--- src/pkg/jtc_pkg.sv ---
// Constants, register map and carrier types of the transmit link configuration block.
// Notes on behaviour
// - Three-bit link test selector, three codes reserved.
// - SYSREF loads multiframe phase counter with offset.
// - Eight-bit device identifier, reset zero, sent.
// - Four-bit bank identifier, reset zero, sent.
// - Four five-bit lane identifiers, reset 0..3.
// - Bit 7 enables scrambler, set after reset.
// - Lane code 0,1,3 gives 1,2,4 lanes.
// - Octets per frame is field plus one.
// - Frames per multiframe is field plus one.
package jtc_pkg;

   // Register indices; the byte address on the bus is four times the index.
   localparam logic [11:0] IDX_LINK_TEST = 12'h574;
   localparam logic [11:0] IDX_PHASE_OFS = 12'h578;
   localparam logic [11:0] IDX_DEV_ID = 12'h580;
   localparam logic [11:0] IDX_BANK_ID = 12'h581;
   localparam logic [11:0] IDX_LANE0_ID = 12'h583;
   localparam logic [11:0] IDX_LANE1_ID = 12'h584;
   localparam logic [11:0] IDX_LANE2_ID = 12'h585;
   localparam logic [11:0] IDX_LANE3_ID = 12'h586;
   localparam logic [11:0] IDX_SCR_LANES = 12'h58B;
   localparam logic [11:0] IDX_FRAME_OCT = 12'h58C;
   localparam logic [11:0] IDX_MF_FRAMES = 12'h58D;

   // Field positions and lane count.
   localparam int SCR_BIT = 7;
   localparam int NUM_LANES = 4;
   localparam int ADDR_LSB = 2;
   localparam int ADDR_MSB = 13;

   // Reset values.
   localparam logic [2:0] RST_LINK_TEST = 3'h0;
   localparam logic [4:0] RST_PHASE_OFS = 5'h00;
   localparam logic [7:0] RST_DEV_ID = 8'h00;
   localparam logic [3:0] RST_BANK_ID = 4'h0;
   localparam logic [4:0] RST_LANE_ID [NUM_LANES] = '{5'h00, 5'h01, 5'h02, 5'h03};
   localparam logic RST_SCR = 1'b1;
   localparam logic [4:0] RST_LANE_CODE = 5'h03;
   localparam logic [7:0] RST_FRAME_OCT = 8'h00;
   localparam logic [4:0] RST_MF_FRAMES = 5'h1F;

   // Lane count codes.
   localparam logic [4:0] LANES_ONE = 5'h00;
   localparam logic [4:0] LANES_TWO = 5'h01;
   localparam logic [4:0] LANES_FOUR = 5'h03;

   // Octets carried per lane in one core clock, and the sync depth for SYSREF.
   localparam int OCTETS_PER_CLK = 4;
   localparam int SYNC_STAGES = 3;

   // AHB-Lite transfer types and word transfer size.
   localparam logic [1:0] HTRANS_IDLE = 2'h0;
   localparam logic [1:0] HTRANS_NONSEQ = 2'h2;
   localparam logic [2:0] HSIZE_WORD = 3'h2;

   typedef enum logic [2:0] {
      JTC_TEST_NORMAL = 3'b000,
      JTC_TEST_D21_5 = 3'b001,
      JTC_TEST_RPAT = 3'b100,
      JTC_TEST_JSPAT = 3'b101,
      JTC_TEST_JTSPAT = 3'b110
   } jtc_test_t;

   typedef struct packed {
      jtc_test_t test_mode;
      logic [7:0] dev_id;
      logic [3:0] bank_id;
      logic [NUM_LANES-1:0][4:0] lane_id;
      logic scr_en;
      logic [NUM_LANES-1:0] lane_en;
      logic [8:0] frame_octets;
      logic [5:0] mf_frames;
   } jtc_link_cfg_t;

endpackage : jtc_pkg

--- src/rtl/jtc_link_cfg.sv ---
// Transmit link configuration registers, AHB-Lite slave and multiframe phase counter.
//
// The implementer's own choice: register access over AHB-Lite.
`timescale 1ns/100ps
module jtc_link_cfg #(
   parameter int PHASE_W = 12
) (
   // Clock and reset.
   input wire logic core_clk,
   input wire logic rst,
   // AHB-Lite slave.
   input wire logic hsel,
   input wire logic [31:0] haddr,
   input wire logic [1:0] htrans,
   input wire logic hwrite,
   input wire logic [2:0] hsize,
   input wire logic hready,
   input wire logic [31:0] hwdata,
   output logic [31:0] hrdata,
   output logic hreadyout,
   output logic hresp,
   // Link timing.
   input wire logic sysref,
   output logic [PHASE_W-1:0] mf_phase,
   output logic mf_boundary,
   // Configuration toward the link layer.
   output jtc_pkg::jtc_link_cfg_t link_cfg
);

   // Register file state.
   logic [2:0] test_r, test_nxt;
   logic [4:0] phase_ofs_r, phase_ofs_nxt;
   logic [7:0] dev_id_r, dev_id_nxt;
   logic [3:0] bank_id_r, bank_id_nxt;
   logic [4:0] lane_id_r [jtc_pkg::NUM_LANES];
   logic [4:0] lane_id_nxt [jtc_pkg::NUM_LANES];
   logic scr_r, scr_nxt;
   logic [4:0] lane_code_r, lane_code_nxt;
   logic [7:0] frame_oct_r, frame_oct_nxt;
   logic [4:0] mf_frames_r, mf_frames_nxt;

   // Bus state.
   logic wr_pend_r, wr_pend_nxt;
   logic rd_pend_r, rd_pend_nxt;
   logic [11:0] idx_r, idx_nxt;
   logic [31:0] hrdata_r, hrdata_nxt;

   // SYSREF synchroniser and phase counter state.
   logic [jtc_pkg::SYNC_STAGES-1:0] sref_sync_r, sref_sync_nxt;
   logic sref_level_r, sref_level_nxt;
   logic [PHASE_W-1:0] phase_r, phase_nxt;
   logic boundary_r, boundary_nxt;
   jtc_pkg::jtc_link_cfg_t cfg_r, cfg_nxt;

   logic addr_take;
   logic [PHASE_W-1:0] mf_len;
   logic sref_rise;

   function automatic logic [jtc_pkg::NUM_LANES-1:0] lanes_of(input logic [4:0] code);
      logic [jtc_pkg::NUM_LANES-1:0] en;
      en = '0;
      unique case (code)
         jtc_pkg::LANES_ONE: en = 4'h1;
         jtc_pkg::LANES_TWO: en = 4'h3;
         jtc_pkg::LANES_FOUR: en = 4'hF;
         default: en = 4'hF;
      endcase
      return en;
   endfunction : lanes_of

   // Reserved selector codes fall back to normal traffic.
   function automatic jtc_pkg::jtc_test_t test_of(input logic [2:0] code);
      jtc_pkg::jtc_test_t t;
      t = jtc_pkg::JTC_TEST_NORMAL;
      unique case (code)
         3'b001: t = jtc_pkg::JTC_TEST_D21_5;
         3'b100: t = jtc_pkg::JTC_TEST_RPAT;
         3'b101: t = jtc_pkg::JTC_TEST_JSPAT;
         3'b110: t = jtc_pkg::JTC_TEST_JTSPAT;
         default: t = jtc_pkg::JTC_TEST_NORMAL;
      endcase
      return t;
   endfunction : test_of

   assign addr_take = hsel && hready && (htrans == jtc_pkg::HTRANS_NONSEQ);

   // Bus: writes take no wait state, reads take one so that a read right
   // after a write sees the written value.
   always_comb begin
      wr_pend_nxt = 1'b0;
      rd_pend_nxt = 1'b0;
      idx_nxt = idx_r;
      hrdata_nxt = hrdata_r;
      if (rd_pend_r) begin
         hrdata_nxt = '0;
         unique case (idx_r)
            jtc_pkg::IDX_LINK_TEST: hrdata_nxt[2:0] = test_r;
            jtc_pkg::IDX_PHASE_OFS: hrdata_nxt[4:0] = phase_ofs_r;
            jtc_pkg::IDX_DEV_ID: hrdata_nxt[7:0] = dev_id_r;
            jtc_pkg::IDX_BANK_ID: hrdata_nxt[3:0] = bank_id_r;
            jtc_pkg::IDX_LANE0_ID: hrdata_nxt[4:0] = lane_id_r[0];
            jtc_pkg::IDX_LANE1_ID: hrdata_nxt[4:0] = lane_id_r[1];
            jtc_pkg::IDX_LANE2_ID: hrdata_nxt[4:0] = lane_id_r[2];
            jtc_pkg::IDX_LANE3_ID: hrdata_nxt[4:0] = lane_id_r[3];
            jtc_pkg::IDX_SCR_LANES: begin
               hrdata_nxt[jtc_pkg::SCR_BIT] = scr_r;
               hrdata_nxt[4:0] = lane_code_r;
            end
            jtc_pkg::IDX_FRAME_OCT: hrdata_nxt[7:0] = frame_oct_r;
            jtc_pkg::IDX_MF_FRAMES: hrdata_nxt[4:0] = mf_frames_r;
            default: hrdata_nxt = '0;
         endcase
      end
      if (addr_take && !rd_pend_r) begin
         idx_nxt = (haddr[31:jtc_pkg::ADDR_MSB+1] == '0)
                   ? haddr[jtc_pkg::ADDR_MSB:jtc_pkg::ADDR_LSB] : '0;
         wr_pend_nxt = hwrite;
         rd_pend_nxt = !hwrite;
      end
   end

   assign hreadyout = !rd_pend_r;
   assign hresp = 1'b0;
   assign hrdata = hrdata_r;

   // Register writes land in the data phase; only defined field bits are kept.
   always_comb begin
      test_nxt = test_r;
      phase_ofs_nxt = phase_ofs_r;
      dev_id_nxt = dev_id_r;
      bank_id_nxt = bank_id_r;
      lane_id_nxt = lane_id_r;
      scr_nxt = scr_r;
      lane_code_nxt = lane_code_r;
      frame_oct_nxt = frame_oct_r;
      mf_frames_nxt = mf_frames_r;
      if (wr_pend_r) begin
         unique case (idx_r)
            jtc_pkg::IDX_LINK_TEST: test_nxt = hwdata[2:0];
            jtc_pkg::IDX_PHASE_OFS: phase_ofs_nxt = hwdata[4:0];
            jtc_pkg::IDX_DEV_ID: dev_id_nxt = hwdata[7:0];
            jtc_pkg::IDX_BANK_ID: bank_id_nxt = hwdata[3:0];
            jtc_pkg::IDX_LANE0_ID: lane_id_nxt[0] = hwdata[4:0];
            jtc_pkg::IDX_LANE1_ID: lane_id_nxt[1] = hwdata[4:0];
            jtc_pkg::IDX_LANE2_ID: lane_id_nxt[2] = hwdata[4:0];
            jtc_pkg::IDX_LANE3_ID: lane_id_nxt[3] = hwdata[4:0];
            jtc_pkg::IDX_SCR_LANES: begin
               scr_nxt = hwdata[jtc_pkg::SCR_BIT];
               lane_code_nxt = hwdata[4:0];
            end
            jtc_pkg::IDX_FRAME_OCT: frame_oct_nxt = hwdata[7:0];
            jtc_pkg::IDX_MF_FRAMES: mf_frames_nxt = hwdata[4:0];
            default: test_nxt = test_r;
         endcase
      end
   end

   // Multiframe length in core clocks; software keeps F*K a multiple of four.
   assign mf_len = PHASE_W'(((32'(frame_oct_r) + 32'd1) * (32'(mf_frames_r) + 32'd1))
                   / jtc_pkg::OCTETS_PER_CLK);

   // A SYSREF edge counts once the second and third stages agree on high.
   assign sref_rise = sref_sync_r[2] && sref_sync_r[1] && !sref_level_r;

   always_comb begin
      sref_sync_nxt = {sref_sync_r[1:0], sysref};
      sref_level_nxt = sref_level_r;
      if (sref_sync_r[2] == sref_sync_r[1]) begin
         sref_level_nxt = sref_sync_r[2];
      end
      boundary_nxt = 1'b0;
      if (sref_rise) begin
         phase_nxt = PHASE_W'(phase_ofs_r);
      end else if (phase_r + PHASE_W'(1) >= mf_len) begin
         phase_nxt = '0;
         boundary_nxt = 1'b1;
      end else begin
         phase_nxt = phase_r + PHASE_W'(1);
      end
   end

   // Configuration presented to the link layer.
   always_comb begin
      cfg_nxt.test_mode = test_of(test_r);
      cfg_nxt.dev_id = dev_id_r;
      cfg_nxt.bank_id = bank_id_r;
      for (int i = 0; i < jtc_pkg::NUM_LANES; i++) begin
         cfg_nxt.lane_id[i] = lane_id_r[i];
      end
      cfg_nxt.scr_en = scr_r;
      cfg_nxt.lane_en = lanes_of(lane_code_r);
      cfg_nxt.frame_octets = {1'b0, frame_oct_r} + 9'h001;
      cfg_nxt.mf_frames = {1'b0, mf_frames_r} + 6'h01;
   end

   assign link_cfg = cfg_r;
   assign mf_phase = phase_r;
   assign mf_boundary = boundary_r;

   // Bus handshake state; a read holds the bus for exactly one wait state.
   always_ff @(posedge core_clk) begin
      if (rst) begin
         wr_pend_r <= 1'b0;
         rd_pend_r <= 1'b0;
         idx_r <= '0;
         hrdata_r <= '0;
      end else begin
         wr_pend_r <= wr_pend_nxt;
         rd_pend_r <= rd_pend_nxt;
         idx_r <= idx_nxt;
         hrdata_r <= hrdata_nxt;
      end
   end

   // Software-visible configuration fields.
   always_ff @(posedge core_clk) begin
      if (rst) begin
         test_r <= jtc_pkg::RST_LINK_TEST;
         phase_ofs_r <= jtc_pkg::RST_PHASE_OFS;
         dev_id_r <= jtc_pkg::RST_DEV_ID;
         bank_id_r <= jtc_pkg::RST_BANK_ID;
         lane_id_r <= jtc_pkg::RST_LANE_ID;
         scr_r <= jtc_pkg::RST_SCR;
         lane_code_r <= jtc_pkg::RST_LANE_CODE;
         frame_oct_r <= jtc_pkg::RST_FRAME_OCT;
         mf_frames_r <= jtc_pkg::RST_MF_FRAMES;
      end else begin
         test_r <= test_nxt;
         phase_ofs_r <= phase_ofs_nxt;
         dev_id_r <= dev_id_nxt;
         bank_id_r <= bank_id_nxt;
         lane_id_r <= lane_id_nxt;
         scr_r <= scr_nxt;
         lane_code_r <= lane_code_nxt;
         frame_oct_r <= frame_oct_nxt;
         mf_frames_r <= mf_frames_nxt;
      end
   end

   // SYSREF synchroniser, filtered level and multiframe phase counter.
   always_ff @(posedge core_clk) begin
      if (rst) begin
         sref_sync_r <= '0;
         sref_level_r <= 1'b0;
         phase_r <= '0;
         boundary_r <= 1'b0;
      end else begin
         sref_sync_r <= sref_sync_nxt;
         sref_level_r <= sref_level_nxt;
         phase_r <= phase_nxt;
         boundary_r <= boundary_nxt;
      end
   end

   // Registered copy of the configuration so the link layer sees clean flops.
   always_ff @(posedge core_clk) begin
      if (rst) begin
         cfg_r <= '0;
      end else begin
         cfg_r <= cfg_nxt;
      end
   end

endmodule : jtc_link_cfg

--- config.mk ---
export PLATFORM = sky130hd
export DESIGN_NAME = jtc_link_cfg
export DESIGN_NICKNAME = d
export VERILOG_FILES = /design/src/pkg/jtc_pkg.sv /design/src/rtl/jtc_link_cfg.sv
export SDC_FILE = /design/constraint.sdc
export NUM_CORES = 1
export LEC_CHECK = 0
export BUFFER_PORTS_ARGS = -buffer_cell sky130_fd_sc_hd__buf_4
export CORE_ASPECT_RATIO = 0.5
export CORE_MARGIN = 5
export CORE_UTILIZATION = 50
export CTS_BUF_LIST = sky130_fd_sc_hd__clkbuf_2
export DETAILED_ROUTE_END_ITERATION = 6
export PLACE_DENSITY = 0.78
export SETUP_SLACK_MARGIN = 0.3
export SYNTH_ARGS = -nofsm -noshare
export SYNTH_HDL_FRONTEND = slang
export SYNTH_SLANG_ARGS = --single-unit
--- constraint.sdc ---
create_clock -name core_clk -period 5.4 [get_ports core_clk]
set_input_delay 1.08 -clock core_clk [delete_from_list [all_inputs] [get_ports core_clk]]
set_output_delay 1.08 -clock core_clk [all_outputs]
set_load 0.02 [all_outputs]
After elaboration in Yosys (flattened, before gate mapping) --
Cells that the tools add are included.
Word-level totals: logic and storage cells 93, output and inout bits 102, register bits 153, bits of input ports 75
Cells by class: reductions and logical operators 24, add/subtract/negate cells 5, multiplexer cells 11, equal/unequal tests 18, bitwise operators 1, order comparisons 1, multiply operators 1
Operators by type and width (count):
- $eq 12x11->1 const B | 11
- $pmux 3 s11 | 1
- $reduce_and 2->1 | 11
- $add 8x1->9 const B | 2
- $logic_not 18->1 | 1
- $mul 9x6->14 | 1
- $add 12x1->12 const B | 1
- $add 5x1->6 const B | 2
- $ge 12x12->1 | 1
- $mux 12 | 1
- $pmux 3 s4 | 1
- $mux 5 | 2
- $pmux 1 s10 | 1
- $eq 3x3->1 const B | 3
- $pmux 1 s9 | 1
- $pmux 4 s2 | 1
- $eq 5x1->1 const B | 1
- $logic_and 1x1->1 | 5
- $logic_not 5->1 | 1
- $pmux 2 s2 | 1
- $reduce_or 2->1 | 2
- $eq 3x1->1 const B | 1
- $logic_not 1->1 | 3
- $pmux 1 s3 | 1
- other kinds (5) | 5

Depth between registers and ports, before layout --
depth in word-level cells 5, gate-level depth with buffers 24

Worst setup path before layout --
Ideal clock, no wire load.
path kind reg-to-reg, start register frame_oct_r[0], end register phase_r[0], in the netlist mf_phase[0], setup time 0.075 ns, slack 0.203 ns, stages on the path, launching flop included 24, path buffers 2, required time 5.325 ns, data arrival time 5.121 ns, cells stage by stage dfxtp_1 -> clkbuf_1 -> nand2_1 -> nor2_1 -> nand3_1 -> xor2_1 -> nor2_1 -> fa_1 -> fa_1 -> inv_1 -> fa_1 -> inv_1 -> ha_1 -> nand3_1 -> o211ai_1 -> o41ai_1 -> xor2_1 -> ha_1 -> a21o_1 -> a21o_1 -> a21oi_1 -> o211ai_1 -> clkbuf_1 -> o21ai_0
Between the ends: longest elaborated chain between the ends 5
RTL lines:
- from (decl) | RTL line jtc_link_cfg.sv:39 | logic [7:0] frame_oct_r, frame_oct_nxt;
- from (signal assigned) | RTL line jtc_link_cfg.sv:225 | frame_oct_r <= jtc_pkg::RST_FRAME_OCT;
- from (signal assigned) | RTL line jtc_link_cfg.sv:235 | frame_oct_r <= frame_oct_nxt;
- $add 8x1->9 | RTL line jtc_link_cfg.sv:159 | assign mf_len = PHASE_W'(((32'(frame_oct_r) + 32'd1) * (32'(mf_frames_r) + 32'd1))
- $mul 9x6->14 | RTL line jtc_link_cfg.sv:159
- $ge 12x12->1 | RTL line jtc_link_cfg.sv:174 | end else if (phase_r + PHASE_W'(1) >= mf_len) begin
- $mux 5 | RTL line jtc_link_cfg.sv:174
- $mux 5 | RTL line jtc_link_cfg.sv:172 | if (sref_rise) begin
- to (signal assigned) | RTL line jtc_link_cfg.sv:250 | phase_r <= phase_nxt;
- to (decl) | RTL line jtc_link_cfg.sv:51 | logic [PHASE_W-1:0] phase_r, phase_nxt;
No other way between the ends. A chain may end at the register's enable or synchronous reset.

Final worst setup path --
start register frame_oct_r[0], end register phase_r[2], in the netlist mf_phase[2]
Same word-level chain as after synthesis.

==> run metrics <==
final count of pins violating max slew 0; Setup crit end kind flop; CORE AREA about 15,000 um2; Worst R2R Path Depth 25; Detailed Route Iter0 Violations 673; Crit-path slowest cell fa_1; FP Rows 32; minimum clock period ~5.3 ns; Worst path max stage delay approximately 0.56 ns; Tcrit/Tclk final 0.9824; Storage cell area about 3100 um2; Max H-tree Level 4; Final Hold Viols 0; most frequent cells in the layout buf_4, dfxtp_1, nor2_1; post-route antenna net violation count 0; Max VDD drop about 0.00012 V; Synth Warn # 0; startpoint type of the worst setup path flop; setup_tns 0 ns; routed len/inst between 15 and 20 um; worst reg2reg startpoint frame_oct_r[0]; layout cell share with drive strength beyond 1 0.2942; Worst Path Required 6.10 ns; final worst hold slack between 0.4 and 0.5 ns; number of fill cells 1,220; hold wc startpoint sref_sync_r[0]; clock skew 0.02995 ns; met3 routed WL between 1 and 1.5 mm; Horiz. Die Dim approximately 190 um; Residual DRC 0; pin count of the biggest net entering global routing 70; IO Port Bufs around 120; Root Driver clkbuf_2; initial antenna violation count 0; Crit. Startpoint frame_oct_r[0]; via/cell ratio 5.385; Hold-fix buffers, CTS 0; Crit path buffers/inverters 6; leakage between 0.004 and 0.005 uW; RSZ-0062 raised after global routing true; All-Layer GR Usage 0.2231; # setup viols final 0; Syn Area/Cell 8.888 um2; die area 18,170 um2; Fmax around 190 MHz; PD cells 201.5 nW/um2; drt pass-1 iters 7; crit-path leading delay family adder cells; initial core utilization 0.5057; gr ovfl total 0; total wire length slightly above 20 mm; first-pass GRT wire length approximately 33 mm; register bit total from synthesis 152; worst path arrival time 6.00 ns; EDFF count, synth 0; Synth async-reset ratio 0; clock-pin slew on the worst setup and hold paths around 0.24 ns; Seq/Total Area, Yosys 0.3944; clk sinks between 150 and 200; Met1 Wirelength 8.531 mm; area of the multi-input gates ~4600 um2; Critical Path Stages 25; DR vias 6,699; Top Layer Used met4; Main synth FF type dfxtp_1; Hold Path Class flop to flop; Layout area overhead 27.13%; most common cell after layout, fill and taps aside buf_4; Cells after DPL around 1,200; Slew @ Worst Pin 1.001 ns; cts bufs inserted 17; Die H 97.84 um; vias in the first global route between 6,000 and 7,000; nets 1,167; Max FO, Critical Path 6; CTS Buffer Depth 2; Syn Inst Count between 800 and 900; number of diodes 0; IO Count about 180; maxcap violations 0; Tot Pwr 1976 uW; RePlAce Congestion between 0.8 and 0.9; TritonCTS clock tree built; CP Class flop to flop; relative max-transition margin 0.3271; hold depth 1; status finished, final reports clean; Detail Route met2 WL 9.875 mm; Yosys cell types 57; placed wire-length estimate approximately 14 mm; post-route insts no fill 1,244; Clk Latency, worst-skew pair 0.76 ns; Mapped Area 7715 um2; most used cell, CP buf_4
## path summary, 6_finish.rpt
check	endpoint	slack [ns]
hold / removal	sref_sync_r[1]	0.46
setup reg to reg	mf_phase[2]	0.1
setup / recovery	mf_phase[2]	0.1
hold reg to reg	sref_sync_r[1]	0.46
## through the flow
step / util / area [um2] / setup WS (ns)
floorplan: - / 7821 / 0.3402
CTS: 0.6354 / 9693 / 0.3005
detailed placement: 0.5793 / 8837 / -0.1720
finish: 0.6430 / 9808 / 0.09517
global route: 0.6430 / 9808 / -0.1265
global placement: 0.5793 / 8837 / 0.01169
## power breakdown
part | total, uW | internal (uW) | switching (uW)
logic | 114 | 42.6 | 71.0
registers | 1140 | 1130 | 5.13
clock network | 727 | 273 | 454
total | 1980 | 1450 | 531
## registers in the layout, indices dropped and copies added, names as in the netlist
register,flops
phase_ofs_r,5
bank_id_r,4
scr_r,1
link_cfg,54
idx_r,12
mf_boundary,1
cfg_nxt,20
frame_oct_r,8
sref_level_r,1
dev_id_r,8
test_r,3
mf_frames_r,5
wr_pend_r,1
rd_pend_r,1
sref_sync_r,3
mf_phase,12
hrdata,8
lane_code_r,5
## cell type report
class / count / share of cell area
flip-flops and latches: 152 / 0.3130
clock inverters: 15 / 0.01939
well taps: 204 / 0.02602
multi-input cells: 621 / 0.4660
clock buffers: 17 / 0.008675
inverters: 47 / 0.01811
repair buffers: 188 / 0.1487
## cell usage after synthesis (all sizes together), types with 2 or more instances
cell type | number | area [um2]
dfxtp | 152 | 3043
nor2 | 115 | 431.7
nand2 | 68 | 255.2
nand3 | 66 | 330.3
nor2b | 47 | 294.0
inv | 46 | 172.7
a21oi | 40 | 200.2
clkbuf | 39 | 146.4
ha | 37 | 462.9
buf | 33 | 232.7
mux2i | 29 | 290.3
fa | 28 | 560.5
a22oi | 17 | 127.6
xnor2 | 17 | 148.9
xor2 | 14 | 122.6
nor4 | 12 | 123.9
or2 | 12 | 75.08
a221oi | 11 | 96.34
o21ai | 11 | 55.05
nor3 | 10 | 61.31
and3 | 8 | 50.05
nand2b | 7 | 43.79
a21o | 5 | 37.54
nor3b | 5 | 42.54
a211oi | 3 | 27.52
a22o | 3 | 26.28
nand4 | 3 | 18.77
o211ai | 3 | 22.52
o21bai | 3 | 22.52
a222oi | 2 | 20.02
a31oi | 2 | 12.51
and2 | 2 | 12.51
o2bb2ai | 2 | 17.52
o32ai | 2 | 17.52
## cells by family after synthesis
kind of cell             share of synthesized area
AO/OA/AOI/OAI                              0.09617
multiplexers                               0.03763
adder cells (fa/ha/maj)                     0.1327
XOR/XNOR                                   0.03519
other                                    0.0004861
AND/OR/NAND/NOR                             0.2314
buffers and inverters                      0.07201
flip-flops                                  0.3944
## metal layers
layer	vias up	global-route usage
met5	-	0
met4	0	0.06323
met3	48	0.04987
met2	252	0.3701
met1	3202	0.2948
li1	3197	-
## what timing repair did
action / in CTS / in global routing
pin swaps: 36 / 24
cloned: 1 / 0
gates resized for setup: 81 / 23
setup buffers: 28 / 7
endpoints found under the setup margin: 13 / 13
No activity file was read; power rests on OpenSTA's default activity.
